## config.mk

```make
export PLATFORM = sky130hd
export DESIGN_NAME = watchdog_timer_unit
export DESIGN_NICKNAME = d
export VERILOG_FILES = /design/src/watchdog_timer_unit_pkg.sv /design/src/watchdog_timer_unit.sv
export VERILOG_INCLUDE_DIRS = /design/src
export SDC_FILE = /design/constraint.sdc
export NUM_CORES = 1
export LEC_CHECK = 0
export CAP_MARGIN = 25
export CORE_ASPECT_RATIO = 1.4
export CORE_UTILIZATION = 55
export DETAILED_ROUTE_END_ITERATION = 10
export DONT_BUFFER_PORTS = 1
export PLACE_DENSITY = 0.73
export SYNTH_ARGS = -nofsm -noshare
export SYNTH_HDL_FRONTEND = slang
export SYNTH_SLANG_ARGS = --single-unit
```

## constraint.sdc

```tcl
create_clock -name sys_clk_i -period 1.6 [get_ports sys_clk_i]
set_input_delay 0.08 -clock sys_clk_i [delete_from_list [all_inputs] [get_ports sys_clk_i]]
set_output_delay 0.08 -clock sys_clk_i [all_outputs]
set_load 0.01 [all_outputs]
```

## src/watchdog_timer_unit_regs.svh

```systemverilog
// Register map, field values and timing counts of the watchdog timer unit.
// Assumes inclusion by bare name from the design file.
`ifndef WATCHDOG_TIMER_UNIT_REGS_SVH
`define WATCHDOG_TIMER_UNIT_REGS_SVH

// ****************************************
// Register addresses
// ****************************************
`define WDT_CTRL_ADDR      8'ha5
`define WDT_COUNTER_ADDR   8'hff

// ****************************************
// Register values
// ****************************************
`define WDT_CTRL_RESET     8'ha5
`define WDT_CTRL_HALT      8'ha5
`define WDT_CTRL_UNLOCK    8'h5a
`define WDT_CTRL_CLEARED   8'h00
`define WDT_COUNTER_RESET  8'h00
`define WDT_READ_UNMAPPED  8'h00

// ****************************************
// Widths and timing counts
// ****************************************
`define WDT_PRESC_W        11
`define WDT_PRESC_MAX      11'h7ff
`define WDT_COUNTER_MAX    8'hff
`define WDT_PULSE_W        16
`define WDT_OSC_PERIOD_NS  1000
`define WDT_PULSE_MULT     16
`define WDT_PULSE_BASE     2048

`endif
```

## src/watchdog_timer_unit_pkg.sv

```systemverilog
// Types shared by the watchdog timer unit.
// Assumes nothing beyond a SystemVerilog compiler.
`default_nettype none

package watchdog_timer_unit_pkg;

    // ****************************************
    // Watchdog sequencer states, Gray along off, run, reset
    // ****************************************
    typedef enum logic [1:0]
    {
        ST_OFF   = 2'b00,
        ST_RUN   = 2'b01,
        ST_RESET = 2'b11
    } wdt_state_type;

endpackage : watchdog_timer_unit_pkg

`default_nettype wire

```

## src/watchdog_timer_unit.sv

```systemverilog
// Watchdog timer: prescaler, counter, control register and reset pulse generator.
// Assumes the dedicated oscillator arrives as a slow level on wdt_osc_i, synchronous to sys_clk_i.
`include "watchdog_timer_unit_regs.svh"
`default_nettype none

module watchdog_timer_unit
#(
    parameter logic [`WDT_PULSE_W-1:0] PULSE_TICKS = 16'((`WDT_PULSE_MULT * `WDT_PULSE_BASE) - 1)
)
(
    // Clock and reset
    input  wire logic       sys_clk_i,
    input  wire logic       nrst_i,
    // Dedicated oscillator
    input  wire logic       wdt_osc_i,
    output logic            osc_run_o,
    // Register access
    input  wire logic [7:0] sfr_addr_i,
    input  wire logic       sfr_wr_i,
    input  wire logic       sfr_rd_i,
    input  wire logic [7:0] sfr_wdata_i,
    output logic      [7:0] sfr_rdata_o,
    // Reset pin and chip reset
    input  wire logic       rst_pin_i,
    output logic            rst_pin_o,
    output logic            rst_pin_oe_n_o,
    output logic            wdt_reset_o,
    output logic            port_high_o,
    output logic            port0_hiz_o
);
    import watchdog_timer_unit_pkg::*;

    // ****************************************
    // Registers
    // ****************************************
    wdt_state_type                state_ff;
    wdt_state_type                nxt_state;
    logic [7:0]                   ctrl_ff;
    logic [`WDT_PRESC_W-1:0]      presc_ff;
    logic [7:0]                   cnt_ff;
    logic [`WDT_PULSE_W-1:0]      pulse_ff;
    logic                         osc_q_ff;
    logic [7:0]                   rdata_ff;
    logic                         tick;
    logic                         halted;
    logic                         in_reset;
    logic                         cnt_wr_ok;
    logic                         presc_wrap;
    logic                         overflow;

    // ****************************************
    // Oscillator sampling and decode
    // ****************************************
    always_ff @(posedge sys_clk_i)
    begin
        if (!nrst_i)
            osc_q_ff <= 1'b0;
        else
            osc_q_ff <= wdt_osc_i;
    end

    assign tick       = wdt_osc_i & ~osc_q_ff;
    assign in_reset   = (state_ff == ST_RESET);
    assign halted     = (ctrl_ff == `WDT_CTRL_HALT) & ~in_reset;
    assign cnt_wr_ok  = sfr_wr_i & (sfr_addr_i == `WDT_COUNTER_ADDR)
                        & (ctrl_ff == `WDT_CTRL_UNLOCK) & ~in_reset;
    assign presc_wrap = tick & (presc_ff == `WDT_PRESC_MAX);
    assign overflow   = (state_ff == ST_RUN) & ~halted & ~cnt_wr_ok & presc_wrap
                        & (cnt_ff == `WDT_COUNTER_MAX);
    assign osc_run_o  = ~halted;

    // ****************************************
    // Control register
    // ****************************************
    always_ff @(posedge sys_clk_i)
    begin
        if (!nrst_i)
            ctrl_ff <= `WDT_CTRL_RESET;
        else if (in_reset)
            ctrl_ff <= `WDT_CTRL_RESET;
        else if (cnt_wr_ok)
            ctrl_ff <= `WDT_CTRL_CLEARED;
        else if (sfr_wr_i && sfr_addr_i == `WDT_CTRL_ADDR)
            ctrl_ff <= sfr_wdata_i;
    end

    // ****************************************
    // Prescaler and counter
    // ****************************************
    always_ff @(posedge sys_clk_i)
    begin
        if (!nrst_i)
            presc_ff <= '0;
        else if (halted || in_reset || cnt_wr_ok)
            presc_ff <= '0;
        else if (tick)
            presc_ff <= presc_ff + 1'b1;
    end

    always_ff @(posedge sys_clk_i)
    begin
        if (!nrst_i)
            cnt_ff <= `WDT_COUNTER_RESET;
        else if (halted || in_reset)
            cnt_ff <= `WDT_COUNTER_RESET;
        else if (cnt_wr_ok)
            cnt_ff <= sfr_wdata_i;
        else if (presc_wrap)
            cnt_ff <= cnt_ff + 1'b1;
    end

    // ****************************************
    // Sequencer and reset pulse
    // ****************************************
    always_comb
    begin
        nxt_state = state_ff;
        unique case (state_ff)
            ST_OFF:
                if (ctrl_ff != `WDT_CTRL_HALT)
                    nxt_state = ST_RUN;
            ST_RUN:
                if (overflow)
                    nxt_state = ST_RESET;
                else if (halted)
                    nxt_state = ST_OFF;
            ST_RESET:
                if (tick && pulse_ff == PULSE_TICKS)
                    nxt_state = ST_OFF;
            default:
                nxt_state = ST_OFF;
        endcase
    end

    always_ff @(posedge sys_clk_i)
    begin
        if (!nrst_i)
            state_ff <= ST_OFF;
        else
            state_ff <= nxt_state;
    end

    always_ff @(posedge sys_clk_i)
    begin
        if (!nrst_i)
            pulse_ff <= '0;
        else if (!in_reset)
            pulse_ff <= '0;
        else if (tick)
            pulse_ff <= pulse_ff + 1'b1;
    end

    assign wdt_reset_o    = in_reset;
    assign rst_pin_o      = in_reset;
    assign rst_pin_oe_n_o = ~in_reset;
    assign port_high_o    = in_reset;
    assign port0_hiz_o    = in_reset;

    // ****************************************
    // Register read port
    // ****************************************
    always_ff @(posedge sys_clk_i)
    begin
        if (!nrst_i)
            rdata_ff <= `WDT_READ_UNMAPPED;
        else if (sfr_rd_i && sfr_addr_i == `WDT_COUNTER_ADDR)
            rdata_ff <= cnt_ff;
        else if (sfr_rd_i && sfr_addr_i == `WDT_CTRL_ADDR)
            rdata_ff <= ctrl_ff;
        else if (sfr_rd_i)
            rdata_ff <= `WDT_READ_UNMAPPED;
    end

    assign sfr_rdata_o = rdata_ff;
endmodule : watchdog_timer_unit

`default_nettype wire

```

==> run metrics, run 1 <==
run status=finished with violations; violations in the final reports=negative setup slack; cell leakage power=1.05 nW; total vias in the final route=2114; type of the worst min-delay path=in -> reg; drt via density=5.58; initial core utilization=58.5%; combined area of all synthesized cells=2520 sq um; launching instance or port of the critical path=ctrl_ff[7]$_SDFFE_PP1P_; WL final=5690 microns; data required time of the critical path=1.80 ns; Worst Path Max Fanout=9; synthesis warning total=0; min cycle time layout=1.61 ns; latest clock arrival within the worst-skew pair=0.31 ns; die area=4860 sq um; initial drt markers=83; via count of the first global-routing pass=2089; clock sinks=54; crit path DAT=1.81 ns; average cell area after synthesis=8.75 sq um; die span in y=82.1 microns; CTS tree=done; worst hold margin=0.00755 ns; remaining number of nets flagged by the antenna check after routing=0; number of cells in the design after placement=356; count of pins on the block boundary=36; final core utilization=69.1%; global route total overflow=0; Min-Delay Startpoint=sfr_rd_i; Total GRT Usage=25.0%; deepest level of the CTS H-tree=2; wire length of the first global-routing pass=9070 microns; worst rel slew slack=62.6%; actual slew at the worst max-slew pin=0.557 ns; core region area=4310 sq um; final standard cell count with taps included and fillers excluded=379; count of buffers inserted at the top-level ports=0; fin crit share=101%; gate count of the mapped netlist=288; drc violations=0; initial antenna violation count=0; Chip Width=59.2 microns; fraction of layout cells with a size suffix above 1=16.3%; maximum number of pins on one net before global-route repair=18; Layout Skew=0.00976 ns; category of the most critical setup path=reg -> reg; number of synthesized register bits=54; unrepaired setup endpoints after global routing=yes; buffer cell driving the clock tree root=sky130_fd_sc_hd__clkbuf_8; setup slack after layout=-0.00974 ns; number of buffers inserted during clock tree synthesis=5; category of the worst setup path capture point=flop; final-report hold violation count=0; fillers=386; count of final setup violators=2; global placement routability congestion=0.828; clock slew at reported path FFs=0.10 ns; post-synthesis cell type count=39; max frequency=621 MHz; detailed placement HPWL=3920 microns; max-slew violation count=0; # rows=28; IR Drop Worst-Case VDD=0.000622 V; areal power density over the cells=768 nW/um^2; syn_nets=313; routed len/inst=15.0 microns; number of buffers on the longest clock path=2; count of max-cap constraint violations=0; antenna diode count=0; sequential element share of the synthesized area=42.9%; first-pass detailed-route iteration total=4; Net count, final=343; type of origin of the critical path=flop; area growth from synthesis to final layout=18.2%; post-placement setup slack=-0.00185 ns; Worst R2R Start=ctrl_ff[7]$_SDFFE_PP1P_
[placed cells by master, fill, tap and decap left out, types with 2 or more instances in the layout]
cell type                       instances
sky130_fd_sc_hd__and4_1                 7
sky130_fd_sc_hd__a21oi_1               12
sky130_fd_sc_hd__or3_1                  2
sky130_fd_sc_hd__xnor2_1               12
sky130_fd_sc_hd__nand3_2                2
sky130_fd_sc_hd__clkbuf_8               8
sky130_fd_sc_hd__nand4_1                6
sky130_fd_sc_hd__nand2b_1               3
sky130_fd_sc_hd__nand4b_1               3
sky130_fd_sc_hd__inv_1                 11
sky130_fd_sc_hd__nand3_1               10
sky130_fd_sc_hd__mux2i_1                9
sky130_fd_sc_hd__a22oi_1                8
sky130_fd_sc_hd__xor2_1                17
sky130_fd_sc_hd__nor2_1                32
sky130_fd_sc_hd__nor4_1                 2
sky130_fd_sc_hd__dfxtp_1               48
sky130_fd_sc_hd__o22ai_1                8
sky130_fd_sc_hd__o21ai_0                4
sky130_fd_sc_hd__dfxtp_2                5
sky130_fd_sc_hd__o21ai_1                5
sky130_fd_sc_hd__dlygate4sd3_1         12
sky130_fd_sc_hd__nand2_1               32
sky130_fd_sc_hd__nor3_1                 2
sky130_fd_sc_hd__ha_1                   2
sky130_fd_sc_hd__buf_4                 20
sky130_fd_sc_hd__nor4_2                 3
sky130_fd_sc_hd__and2_1                11
sky130_fd_sc_hd__o21ai_2                2
sky130_fd_sc_hd__and3_1                 4
[final timing paths]
| path | to | slack [ns] | cells past startpoint |
|---|---|---|---|
| worst min-delay path | sfr_rdata_o[5]$_SDFFE_PN0P_ | 0.008 | 2 |
| worst max register to register | cnt_ff[3]$_SDFFE_PP0P_ | -0.01 | 6 |
| worst max-delay path | cnt_ff[3]$_SDFFE_PP0P_ | -0.01 | 6 |
| worst min register to register | pulse_ff[1]$_SDFFE_PN0P_ | 0.47 | 2 |
[what timing repair did]
item	4_1_cts	5_1_grt
setup buffers	1	1
gates resized for setup	5	21
hold buffers	11	1
pin swaps	2	3
gates cloned	0	1
setup endpoints to repair	8	20
hold endpoints to repair	26	3
[registers in the layout, summed over array words and instances, names as in the netlist]
signal	cells
ctrl_ff	8
sfr_rdata_o	8
pulse_ff	16
cnt_ff	8
state_ff	2
presc_ff	11
osc_q_ff	1
[power breakdown]
| group | switching, W | leakage, nW | total (W) | internal (W) |
|---|---|---|---|---|
| Sequential | 0.00000200 | 0.437 | 0.00134 | 0.00134 |
| Combinational | 0.0000372 | 0.559 | 0.0000781 | 0.0000410 |
| Clock | 0.000429 | 0.0575 | 0.000866 | 0.000437 |
[cells by family after synthesis]
| group | Yosys count | synth area share, % |
|---|---|---|
| flops | 54 | 42.9 |
| buf+inv | 22 | 4.91 |
| fa+ha+maj | 3 | 1.49 |
| compound gates | 42 | 10.0 |
| xor+xnor | 29 | 10.1 |
| mux | 9 | 3.57 |
| simple gates | 129 | 27.0 |
[metrics by stage]
stage | total power [W] | area, sq um | TNS (ns)
after floorplan | 0.00141 | 2520 | 0
after global placement | 0.00142 | 2660 | 0
after detailed placement | 0.00142 | 2660 | -0.00335
after CTS | 0.00230 | 2900 | 0
after global routing | 0.00236 | 2980 | -0.222
final | 0.00229 | 2980 | -0.0164
[routing by layer]
layer,up-vias,part of all wire [%],GRT usage (%)
met5,-,0,0
met4,0,4.9,15.5
met3,22,2.4,4.67
met2,48,56,48.0
met1,986,37,23.8
li1,1058,-,-
[critical path, cell delays in order (launching register included)]
cell and delay, ns:
sky130_fd_sc_hd__dfxtp_4 0.37, sky130_fd_sc_hd__nor4bb_2 0.27, sky130_fd_sc_hd__nand3_1 0.15, sky130_fd_sc_hd__or3_4 0.37, sky130_fd_sc_hd__buf_8 0.15, sky130_fd_sc_hd__o21ai_0 0.14, sky130_fd_sc_hd__a21oi_1 0.05
[synth_stat cells]
cell                        n  area share, %
sky130_fd_sc_hd__dfxtp_1   54             43
sky130_fd_sc_hd__nor2_1    33            4.9
sky130_fd_sc_hd__nand2_1   32            4.8
sky130_fd_sc_hd__xor2_1    17            5.9
sky130_fd_sc_hd__a21oi_1   12            2.4
sky130_fd_sc_hd__nand3_1   12            2.4
sky130_fd_sc_hd__xnor2_1   12            4.2
sky130_fd_sc_hd__inv_1     11            1.6
sky130_fd_sc_hd__and2_1    10            2.5
sky130_fd_sc_hd__mux2i_1    9            3.6
sky130_fd_sc_hd__a22oi_1    8            2.4
sky130_fd_sc_hd__o21ai_0    8            1.6
sky130_fd_sc_hd__o22ai_1    8            2.0
sky130_fd_sc_hd__and4_1     7            2.4
sky130_fd_sc_hd__nand4_1    6            1.5
sky130_fd_sc_hd__and3_1     4           0.99
sky130_fd_sc_hd__buf_4      4            1.2
sky130_fd_sc_hd__clkbuf_1   4           0.60
sky130_fd_sc_hd__nor4_1     4           0.99
sky130_fd_sc_hd__ha_1       3            1.5
sky130_fd_sc_hd__nand2b_1   3           0.74
sky130_fd_sc_hd__nand4b_1   3            1.0
sky130_fd_sc_hd__nor3_1     3           0.60
sky130_fd_sc_hd__or3_1      3           0.74
sky130_fd_sc_hd__buf_6      2           0.89
sky130_fd_sc_hd__nor2b_1    2           0.50
sky130_fd_sc_hd__o21ai_1    2           0.40
sky130_fd_sc_hd__and2_0     1           0.25
sky130_fd_sc_hd__and4b_1    1           0.40
sky130_fd_sc_hd__buf_8      1           0.60
sky130_fd_sc_hd__nand3_4    1           0.69
sky130_fd_sc_hd__nand4_2    1           0.50
sky130_fd_sc_hd__nor4_2     1           0.50
sky130_fd_sc_hd__nor4bb_1   1           0.40
sky130_fd_sc_hd__o21a_1     1           0.30
sky130_fd_sc_hd__o21ai_2    1           0.35
sky130_fd_sc_hd__o21bai_1   1           0.30
sky130_fd_sc_hd__o41ai_1    1           0.35
sky130_fd_sc_hd__or2_2      1           0.25
[cell type report]
type	instances	area (sq um)	share of cell area (%)
sequential	54	1090	36.6
tap	60	75.1	2.52
multi-input combinational	212	1370	46.0
timing repair buffer	34	290	9.74
inverter	11	41.3	1.39
clock buffer	8	110	3.70
No activity file was read; power rests on OpenSTA's default activity.
==> inputs of run 2 (changes only) <==
Settings changed: HOLD_SLACK_MARGIN set to 0.06.
==> run metrics, run 2 (synthesized netlist as in run 1, its figures left out) <==
crit path DAT=1.81 ns (about the same); fillers=385 (-0.26%); drt via density=5.56 (-0.31%); first-pass detailed-route iteration total=4 (unchanged); worst rel slew slack=62.5% (-0.072 points); final standard cell count with taps included and fillers excluded=380 (+0.26%); ordered cell list for the critical path=nor4bb_2, nand3_1, or3_4, buf_8, o21ai_0, a21oi_1; CTS tree=done; number of buffers inserted during clock tree synthesis=5 (unchanged); maximum cell stage delay along the critical path=0.37 ns (about the same); count of pins on the block boundary=36 (unchanged); buffer cell driving the clock tree root=sky130_fd_sc_hd__clkbuf_8; Regs by FF count=pulse_ff (16), presc_ff (11); count of max-cap constraint violations=0 (unchanged); # rows=28 (unchanged); Min-Delay Endpoint=ctrl_ff[0]$_SDFFE_PP1P_; type of the worst min-delay path=in -> reg; type of origin of the critical path=flop; maximum number of pins on one net before global-route repair=18 (unchanged); number of cells in the design after placement=356 (unchanged); most common library cell in the layout ignoring fill and taps=sky130_fd_sc_hd__dfxtp_1; global route total overflow=0 (unchanged); initial antenna violation count=0 (unchanged); die area=4860 sq um (unchanged); die span in y=82.1 microns (unchanged); via count of the first global-routing pass=2078 (-0.53%); Layout Skew=0.00964 ns (-0.000120 ns); Min-Delay Startpoint=sfr_wr_i; global placement routability congestion=0.828 (unchanged); antenna diode count=0 (unchanged); WL final=5660 microns (-0.60%); number of buffers on the longest clock path=2 (unchanged); data required time of the critical path=1.80 ns (about the same); min cycle time layout=1.62 ns (+0.00697 ns); fin crit share=101% (+0.44 points); category of the worst setup path capture point=flop; wire length of the first global-routing pass=9050 microns (-0.15%); end of the worst register-to-register path=cnt_ff[3]$_SDFFE_PP0P_; multi-input logic area=1370 sq um (unchanged); max FFs per register=16 (unchanged); final-report hold violation count=0 (unchanged); Seq. cell area=1090 sq um (unchanged); areal power density over the cells=766 nW/um^2 (-0.31%); Chip Width=59.2 microns (unchanged); deepest level of the CTS H-tree=2 (unchanged); latest clock arrival within the worst-skew pair=0.31 ns (about the same); Net count, final=344 (+0.29%); total vias in the final route=2113 (-0.047%); Worst Path Max Fanout=9 (unchanged); core region area=4310 sq um (unchanged); remaining number of nets flagged by the antenna check after routing=0 (unchanged); fraction of layout cells with a size suffix above 1=16.3% (-0.051 points); initial core utilization=58.5% (unchanged); area growth from synthesis to final layout=18.6%; IR Drop Worst-Case VDD=0.000621 V (-0.23%); Worst R2R Start=ctrl_ff[7]$_SDFFE_PP1P_; setup slack after layout=-0.0167 ns (-0.00697 ns); count of buffers inserted at the top-level ports=0 (unchanged); clock slew at reported path FFs=0.10 ns (about the same); count of final setup violators=2 (unchanged); detailed placement HPWL=3920 microns (unchanged); register-to-register setup slack=-0.02 ns (about the same); register with the highest flop count=pulse_ff; cells on worst reg2reg path=6 (unchanged); Hold Crit Depth=3 (+1); violations in the final reports=negative setup slack; commonest non-fill, non-tap cells in the layout=sky130_fd_sc_hd__dfxtp_1, sky130_fd_sc_hd__nand2_1, sky130_fd_sc_hd__nor2_1; routed len/inst=14.9 microns (-0.86%); initial drt markers=61 (-27%); unrepaired setup endpoints after global routing=yes; category of the most critical setup path=reg -> reg; clock sinks=54 (unchanged); cell leakage power=1.06 nW (+0.66%); actual slew at the worst max-slew pin=0.558 ns (+0.00107 ns); run status=finished with violations; Total GRT Usage=25.0% (unchanged); drc violations=0 (unchanged); post-placement setup slack=-0.00185 ns (unchanged); standard cell with the maximum stage delay on the critical path=sky130_fd_sc_hd__or3_4; max frequency=619 MHz (-0.43%); max-slew violation count=0 (unchanged)
run 2: cell types whose count changed in the layout (fill, tap and decap cells not counted):
cell and change:
sky130_fd_sc_hd__dlygate4sd3_1 +1
run 2: worst max-delay path by stage:
stage                     cells after the start  slack, ns                      to                    start
after floorplan                               7       0.08  cnt_ff[7]$_SDFFE_PP0P_  ctrl_ff[6]$_SDFFE_PP0P_
after global placement                        6       0.02  cnt_ff[0]$_SDFFE_PP0P_  ctrl_ff[6]$_SDFFE_PP0P_
after detailed placement                      6     -0.002  cnt_ff[3]$_SDFFE_PP0P_  ctrl_ff[6]$_SDFFE_PP0P_
after CTS                                     6      0.002  cnt_ff[0]$_SDFFE_PP0P_  ctrl_ff[7]$_SDFFE_PP1P_
after global routing                          6      -0.04  cnt_ff[0]$_SDFFE_PP0P_  ctrl_ff[7]$_SDFFE_PP1P_
final                                         6      -0.02  cnt_ff[3]$_SDFFE_PP0P_  ctrl_ff[7]$_SDFFE_PP1P_
run 2: area by class of cell:
cell class	instances	share of cell area [%]
Tap cell	60	2.51
Multi-Input combinational cell	212	45.9
Timing Repair Buffer	35	10.0
Clock buffer	8	3.68
Sequential cell	54	36.5
Inverter	11	1.38
run 2: timing repair:
item                                    in CTS  in global routing
hold buffers                                12                  1
gates resized for setup                      5                 21
hold endpoints to repair                    30                  1
setup buffers                                1                  1
endpoints found under the setup margin       8                 20
gates cloned                                 0                  1
pin swaps                                    2                  3
run 2: worst max-delay path, delay by kind of cell (launching register included):
kind	cells	cell delay [ns]
simple gates	3	0.79
flops	1	0.36
compound gates	2	0.19
buf+inv	1	0.15
run 2: metal layers:
metal	part of all wire, %	track usage, %	up-vias
li1	-	-	1060
met1	37	23.9	983
met2	55	47.9	49
met3	2.5	4.67	21
met4	4.9	15.5	0
met5	0	0	-
run 2: metrics by stage:
stage | instance area (sq um) | setup TNS [ns] | utilization (%) | hold WS, ns | total power, W
finish | 2990 | -0.0265 | 69.4 | 0.0672 | 0.00229
CTS | 2910 | 0 | 67.4 | 0.0661 | 0.00230
floorplan | 2520 | 0 | - | 0.202 | 0.00141
global placement | 2660 | 0 | 61.6 | 0.204 | 0.00142
detailed placement | 2660 | -0.00335 | 61.6 | 0.208 | 0.00142
global route | 2990 | -0.168 | 69.4 | 0.0781 | 0.00237
run 2: power breakdown:
part / switching (W) / internal, W / leakage, nW / total (W)
Clock: 0.000428 / 0.000437 / 0.0575 / 0.000865
Sequential: 0.00000200 / 0.00134 / 0.437 / 0.00134
Combinational: 0.0000385 / 0.0000410 / 0.566 / 0.0000795
Total: 0.000468 / 0.00182 / 1.06 / 0.00229
